--- src/prx_pkg.sv ---
// constants for the proximity result and modulator register slice
package prx_pkg;
   // ------------------------------------------------------------
   // register map
   // ------------------------------------------------------------
   localparam logic [7:0] ADR_RESULT_HIGH   = 8'h87;
   localparam logic [7:0] ADR_RESULT_LOW    = 8'h88;
   localparam logic [7:0] ADR_FREQ_SELECT   = 8'h89;
   localparam logic [7:0] ADR_MOD_TIMING    = 8'h8A;
   localparam logic [7:0] READ_UNMAPPED     = 8'h00;

   // ------------------------------------------------------------
   // field layout and reset values
   // ------------------------------------------------------------
   localparam int         FREQ_LSB          = 0;
   localparam int         FREQ_W            = 2;
   localparam int         DELAY_LSB         = 5;
   localparam int         DELAY_W           = 3;
   localparam int         DEAD_LSB          = 0;
   localparam int         DEAD_W            = 3;
   localparam logic [1:0] FREQ_RESET        = 2'h2;
   localparam logic [2:0] DELAY_RESET       = 3'h0;
   localparam logic [2:0] DEAD_RESET        = 3'h0;

   // ------------------------------------------------------------
   // test signal synthesis: phase accumulator at 40 MHz
   // f = CLK_HZ * inc / 2**ACC_W; inc 40 gives 3.125 MHz, halved per code step
   // ------------------------------------------------------------
   localparam int         CLK_HZ            = 40_000_000;
   localparam int         ACC_W             = 9;
   localparam int         FREQ_TOP_HZ       = 3_125_000;
   localparam logic [8:0] ACC_INC_TOP       = 9'(FREQ_TOP_HZ / (CLK_HZ >> ACC_W));
   // delay and dead time are counted in core clock cycles (25 ns each)
   localparam int         HIST_DEPTH        = 8;
endpackage

--- src/prx_mod_if.sv ---
// carrier between the test signal source and the evaluation timing module
`timescale 1ns/1ps
interface prx_mod_if;
   logic       ir_drive;
   logic [2:0] delay_sel;
   logic [2:0] dead_sel;
   logic       eval_phase;
   logic       eval_en;
   modport src (output ir_drive, output delay_sel, output dead_sel,
                input eval_phase, input eval_en);
   modport tim (input ir_drive, input delay_sel, input dead_sel,
                output eval_phase, output eval_en);
endinterface

--- src/prx_mod_timing.sv ---
// delayed evaluation phase and dead-time blanking around its edges
`timescale 1ns/1ps
module prx_mod_timing (
   input  wire logic core_clk_i,
   input  wire logic rst_i,
   prx_mod_if.tim    mif
);
   typedef struct packed {
      logic [prx_pkg::HIST_DEPTH-1:0] hist;
      logic                           phase;
      logic [2:0]                     dead_cnt;
      logic                           en;
   } prx_tim_st_t;

   prx_tim_st_t s_r;
   prx_tim_st_t s_nxt;
   logic        dly_bit;

   always_comb begin
      s_nxt    = s_r;
      s_nxt.hist = {s_r.hist[prx_pkg::HIST_DEPTH-2:0], mif.ir_drive};
      dly_bit  = s_r.hist[mif.delay_sel];
      s_nxt.phase = dly_bit;
      if (dly_bit != s_r.phase) begin
         // every slope restarts the blanking interval
         s_nxt.dead_cnt = mif.dead_sel;
         s_nxt.en       = 1'b0;
      end else if (s_r.dead_cnt != 3'h0) begin
         s_nxt.dead_cnt = s_r.dead_cnt - 3'h1;
         s_nxt.en       = 1'b0;
      end else begin
         s_nxt.en       = 1'b1;
      end
      // zero dead time never blanks once the counter is empty, even on the slope cycle
      if (mif.dead_sel == 3'h0 && s_r.dead_cnt == 3'h0) begin
         s_nxt.en = 1'b1;
      end
   end

   always_ff @(posedge core_clk_i or posedge rst_i) begin
      if (rst_i) begin
         s_r <= '0;
      end else begin
         s_r <= s_nxt;
      end
   end

   assign mif.eval_phase = s_r.phase;
   assign mif.eval_en    = s_r.en;
endmodule

--- src/prx_result_mod.sv ---
// proximity result registers, test signal frequency and modulator timing
// ------------------------------------------------------------
// Operation
// - result is 16 bits: high byte at 87h, low byte at 88h
// - 87h reads result bits 15:8, read only, writes ignored
// - 88h reads result bits 7:0, read only, writes ignored
// - 89h bits 1:0 pick test frequency 3.125M/1.5625M/781.25k/390.625k; rest unused
// - frequency code resets to 2, i.e. 781.25 kHz
// - emitter driven by a square wave at the selected frequency
// - 8Ah bits 7:5 delay evaluation of the returned signal
// - 8Ah bits 2:0 blank evaluation around signal slopes; bits 4:3 unused
// - register pointer advances by one after each byte read
// ------------------------------------------------------------
`timescale 1ns/1ps
module prx_result_mod (
   input  wire logic        core_clk_i,
   input  wire logic        rst_i,
   input  wire logic        ptr_load_i,
   input  wire logic [7:0]  ptr_addr_i,
   input  wire logic        wr_stb_i,
   input  wire logic [7:0]  wr_data_i,
   input  wire logic        rd_stb_i,
   output logic      [7:0]  rd_data_o,
   input  wire logic        meas_done_i,
   input  wire logic [15:0] meas_result_i,
   output logic             ir_drive_o,
   output logic             eval_phase_o,
   output logic             eval_en_o
);
   typedef struct packed {
      logic [7:0]  ptr;
      logic [7:0]  rd_data;
      logic [15:0] result;
      logic [7:0]  low_hold;
      logic        hold_vld;
      logic [1:0]  freq;
      logic [2:0]  delay;
      logic [2:0]  dead;
      logic [8:0]  acc;
      logic        ir;
      logic        phase;
      logic        en;
   } prx_st_t;

   prx_st_t    s_r;
   prx_st_t    s_nxt;
   logic [8:0] acc_inc;
   prx_mod_if  mif ();

   // ------------------------------------------------------------
   // register access and test signal
   // ------------------------------------------------------------
   always_comb begin
      s_nxt   = s_r;
      acc_inc = prx_pkg::ACC_INC_TOP >> s_r.freq;
      // a fractional accumulator is needed: 40 MHz is no integer multiple
      // of the 3.125 MHz test tone, so single periods jitter by one cycle
      s_nxt.acc = s_r.acc + acc_inc;
      s_nxt.ir  = s_r.acc[prx_pkg::ACC_W-1];
      s_nxt.phase = mif.eval_phase;
      s_nxt.en    = mif.eval_en;
      if (meas_done_i) begin
         s_nxt.result = meas_result_i;
      end
      if (ptr_load_i) begin
         s_nxt.ptr = ptr_addr_i;
      end else if (wr_stb_i) begin
         case (s_r.ptr)
            prx_pkg::ADR_FREQ_SELECT: begin
               s_nxt.freq = wr_data_i[prx_pkg::FREQ_LSB +: prx_pkg::FREQ_W];
            end
            prx_pkg::ADR_MOD_TIMING: begin
               s_nxt.delay = wr_data_i[prx_pkg::DELAY_LSB +: prx_pkg::DELAY_W];
               s_nxt.dead  = wr_data_i[prx_pkg::DEAD_LSB +: prx_pkg::DEAD_W];
            end
            default: begin
               // result bytes and unmapped addresses ignore writes
            end
         endcase
         s_nxt.ptr = s_r.ptr + 8'h01;
      end else if (rd_stb_i) begin
         case (s_r.ptr)
            prx_pkg::ADR_RESULT_HIGH: begin
               s_nxt.rd_data  = s_r.result[15:8];
               // freeze the low byte so a later update cannot split the pair
               s_nxt.low_hold = s_r.result[7:0];
               s_nxt.hold_vld = 1'b1;
            end
            prx_pkg::ADR_RESULT_LOW: begin
               s_nxt.rd_data  = s_r.hold_vld ? s_r.low_hold : s_r.result[7:0];
               s_nxt.hold_vld = 1'b0;
            end
            prx_pkg::ADR_FREQ_SELECT: begin
               s_nxt.rd_data = {6'h00, s_r.freq};
            end
            prx_pkg::ADR_MOD_TIMING: begin
               s_nxt.rd_data = {s_r.delay, 2'h0, s_r.dead};
            end
            default: begin
               s_nxt.rd_data = prx_pkg::READ_UNMAPPED;
            end
         endcase
         s_nxt.ptr = s_r.ptr + 8'h01;
      end
   end

   always_ff @(posedge core_clk_i or posedge rst_i) begin
      if (rst_i) begin
         s_r       <= '0;
         s_r.freq  <= prx_pkg::FREQ_RESET;
         s_r.delay <= prx_pkg::DELAY_RESET;
         s_r.dead  <= prx_pkg::DEAD_RESET;
      end else begin
         s_r <= s_nxt;
      end
   end

   // ------------------------------------------------------------
   // evaluation timing
   // ------------------------------------------------------------
   assign mif.ir_drive  = s_r.ir;
   assign mif.delay_sel = s_r.delay;
   assign mif.dead_sel  = s_r.dead;

   prx_mod_timing u_tim (
      .core_clk_i (core_clk_i),
      .rst_i      (rst_i),
      .mif        (mif.tim)
   );

   assign rd_data_o    = s_r.rd_data;
   assign ir_drive_o   = s_r.ir;
   assign eval_phase_o = s_r.phase;
   assign eval_en_o    = s_r.en;
endmodule

--- config.mk ---
export PLATFORM = sky130hd
export DESIGN_NAME = prx_result_mod
export DESIGN_NICKNAME = d
export VERILOG_FILES = /design/src/prx_pkg.sv /design/src/prx_mod_if.sv /design/src/prx_mod_timing.sv /design/src/prx_result_mod.sv
export SDC_FILE = /design/constraint.sdc
export NUM_CORES = 1
export LEC_CHECK = 0
export ABC_CLOCK_PERIOD_IN_PS = 1800
export BUFFER_PORTS_ARGS = -buffer_cell sky130_fd_sc_hd__buf_2
export CAP_MARGIN = 20
export CORE_MARGIN = 2
export CORE_UTILIZATION = 30
export CTS_CLUSTER_DIAMETER = 80
export DETAILED_ROUTE_END_ITERATION = 10
export GPL_TIMING_DRIVEN = 0
export PLACE_DENSITY = 0.48
export SLEW_MARGIN = 20
export SYNTH_ARGS = -nofsm -noshare
export SYNTH_HDL_FRONTEND = slang
export SYNTH_HIERARCHICAL = 1
export SYNTH_SLANG_ARGS = --single-unit
--- constraint.sdc ---
create_clock -name core_clk_i -period 1.8 [get_ports core_clk_i]
set_input_delay 0.45 -clock core_clk_i [delete_from_list [all_inputs] [get_ports core_clk_i]]
set_output_delay 0.45 -clock core_clk_i [all_outputs]
set_load 0.005 [all_outputs]
==> results.cfg <==
[outcome]
status = finished, violations left
violations = design-rule violations, negative setup slack

[grt]
grt_pass1_wl_mm = 12.3
antenna_found_initial = 0
grtUsageTotal = 0.125
overflow = 0
first_global_vias = 2454
grt_max_degree = 27

[placement]
dp_cells = 479
placed_cell_area_um2 = 4050
hpwl_mm = 5.06
place.gp.congestion = 0.759
post-place-ws_ps = -431
port_buffers = 44

[floorplan]
die_w_um = 113
core_area_um2 = 11500
die_h_um = 113
dieArea_um2 = 12800
io_pins = 49
start_util = 0.309
rows = 39

[logic_synthesis]
yosysSeqAreaShare = 0.521
synth.avg_cell_area_um2 = 12.3
synth_area_um2 = 3560
synth_fa_ha_area_frac = 0.0478
synth.distinct_cells = 49
synthCells = 290
synth_top_family_by_area = multiplexers
yosys_register_bits = 74
synth_warnings = 6
yosys-mux-area-fraction = 0.171
synth_xor_area_frac = 0.0341
syn-num-nets = 341
async_flop_share = 1.00
synth_edf_count = 0
synth_compound_area_frac = 0.0847
synthFlopType = dfrtp_1
synth-simple-area-share = 0.0974

[finish]
num-fill-cells = 1114
final_area_um2 = 4630
register_area_um2 = 1860
multi_input_area_um2 = 1750
nNetsFinal = 412
n_antenna_cell = 0
instances_no_fill = 509
syn_to_final_growth_pct = 30.2
utilization = 0.402
drive_above_1_share = 0.410

[min_path]
hold_path.class = input port to asynchronous set/reset pin

[route]
wl_mm = 7.40
routedWlPerCell_um = 14.5
drtIter0Drc = 69
drt_first_pass_iters = 7
routed_via_density = 4.60
drcViolationCount = 3
postRouteAntennaNets = 0
vias = 2340

[clock_network]
cts_hold_buffers = 0
cts_buffer_depth = 2
cts_tree = yes
cts_sinks = 74
path_clk_slew_ps = 60
root_buffer = clkbuf_16
htreeDepth = 3
numCtsBuffers = 9
clk_latency_ps = 330

[pwr]
finalPower_uw = 5480
power_density_nw_per_um2 = 1180
ir_worst_vdd_mv = 0.429
leakage_uw = 0.00199

[critical_path]
crit_path_start_kind = flop
cp.arrival_ps = 2120
critPathRequiredTime_ps = 2020
path_max_fanout = 4
crit_type = flop to flop
cp-end-kind = flop

[timing]
slew_headroom = 0.599
max_slew.worst_pin.slew_ps = 602
rsz0062_at_grt = true
min_period_ps = 1900
fmax_mhz = 525
fin_crit_sh = 1.06
finClkSkew_ps = 5.82
finalWorstSetupSlack_ps = -105
drv_slew = 0
hold_viol = 0
setup_viol = 18

[job]
drv_cap = 0
critical path, stage by stage, from the launching register on:
cell and delay [ps]:
dfrtp_2 400, mux4_2 540, mux2i_4 260, xor2_4 270, mux2_4 330
cells in the final DEF (no fill, tap or decap), types with 4 or more instances in the layout:
cell type | netlist | routed
o21ai_1 | 10 | 10
a22oi_2 | 0 | 4
a22oi_1 | 10 | 6
buf_2 | 1 | 44
mux2_4 | 8 | 19
xnor2_1 | 10 | 10
clkbuf_16 | 0 | 9
nor3b_1 | 5 | 4
inv_1 | 13 | 11
buf_4 | 8 | 19
buf_12 | 0 | 4
a31oi_1 | 4 | 4
a21oi_1 | 8 | 6
nand3_1 | 7 | 7
clkbuf_1 | 7 | 8
mux2_1 | 24 | 16
ha_1 | 12 | 7
nand2_1 | 16 | 16
dfrtp_1 | 73 | 71
ha_4 | 0 | 4
mux2_2 | 10 | 7
nor2_1 | 17 | 15
nor3_1 | 4 | 4
Yosys cell counts, types with 7 or more instances:
cell      number  share of area
dfrtp_1       73           0.51
mux2_1        24          0.076
nor2_1        17          0.018
nand2_1       16          0.017
inv_1         13          0.014
ha_1          12          0.042
a22oi_1       10          0.021
mux2_2        10          0.032
o21ai_1       10          0.014
xnor2_1       10          0.025
a21oi_1        8          0.011
buf_4          8          0.017
mux2_4         8          0.034
clkbuf_1       7         0.0074
nand3_1        7         0.0098
area by class of cell:
| cell class | instances | share of cell area |
|---|---|---|
| Clock inverter | 5 | 0.00675 |
| Multi-Input combinational cell | 185 | 0.378 |
| Sequential cell | 74 | 0.400 |
| Buffer | 15 | 0.0221 |
| Inverter | 14 | 0.0127 |
| Clock buffer | 11 | 0.0502 |
| Timing Repair Buffer | 62 | 0.0915 |
| Tap cell | 143 | 0.0386 |
state kept, by name, indices dropped and copies added (netlist names):
name and flops:
mif.delay_sel 3, s_nxt 1, s_r 43, eval_phase_o 1, u_tim/mif.eval_en 1, mif.dead_sel 3
u_tim/s_r 4, eval_en_o 1, u_tim/s_nxt 7, rd_data_o 8, u_tim/mif.eval_phase 1, ir_drive_o 1
power by group:
part	switching (uW)	internal [uW]	leakage (uW)
combinational	737	849	0.000969
clock	690	929	0.000129
sequential	249	2030	0.000892
total	1680	3800	0.00199
stage by stage:
stage	TNS [ps]	hold WS [ps]
2_1_floorplan	-1620	327
3_3_place_gp	-7820	336
3_5_place_dp	-8650	335
4_1_cts	-1760	107
5_1_grt	-2010	119
6_report	-1070	101
cell families (layout without fill, tap and decap cells):
| kind of cell | Yosys count | in the layout |
|---|---|---|
| DFF | 74 | 74 |
| and+or+nand+nor | 65 | 65 |
| muxes | 48 | 48 |
| AOI/OAI and AO/OA | 46 | 46 |
| buffers and inverters | 31 | 107 |
| adders and majority gates | 13 | 13 |
| xor gates and xnor gates | 13 | 13 |
what timing repair did:
item	in CTS	in global routing
resized for setup	17	24
pin swaps	12	22
setup buffers	10	5
gates cloned	1	0
setup endpoints to repair	31	31
final timing paths:
kind / depth (start not counted) / endpoint / slack (ps) / startpoint
setup / recovery: 4 / u_tim/s_r[3] / -100 / mif.delay_sel[0]
min in group core_clk_i: 2 / s_r[32] / 330 / meas_result_i[3]
hold reg to reg: 0 / eval_en_o / 350 / u_tim/mif.eval_en
max in group asynchronous: 3 / s_r[19] / 1200 / rst_i
setup reg to reg: 4 / u_tim/s_r[3] / -100 / mif.delay_sel[0]
hold / removal: 2 / eval_en_o / 100 / rst_i
per-layer routing:
metal | vias to the layer above | wire, um | track usage
met2 | 39 | 3310 | 0.181
met1 | 1124 | 3710 | 0.181
met4 | 0 | 148 | 0.0634
met3 | 14 | 236 | 0.0204
li1 | 1163 | - | -
met5 | - | 0 | 0
Power figures use the tool's default switching activity.
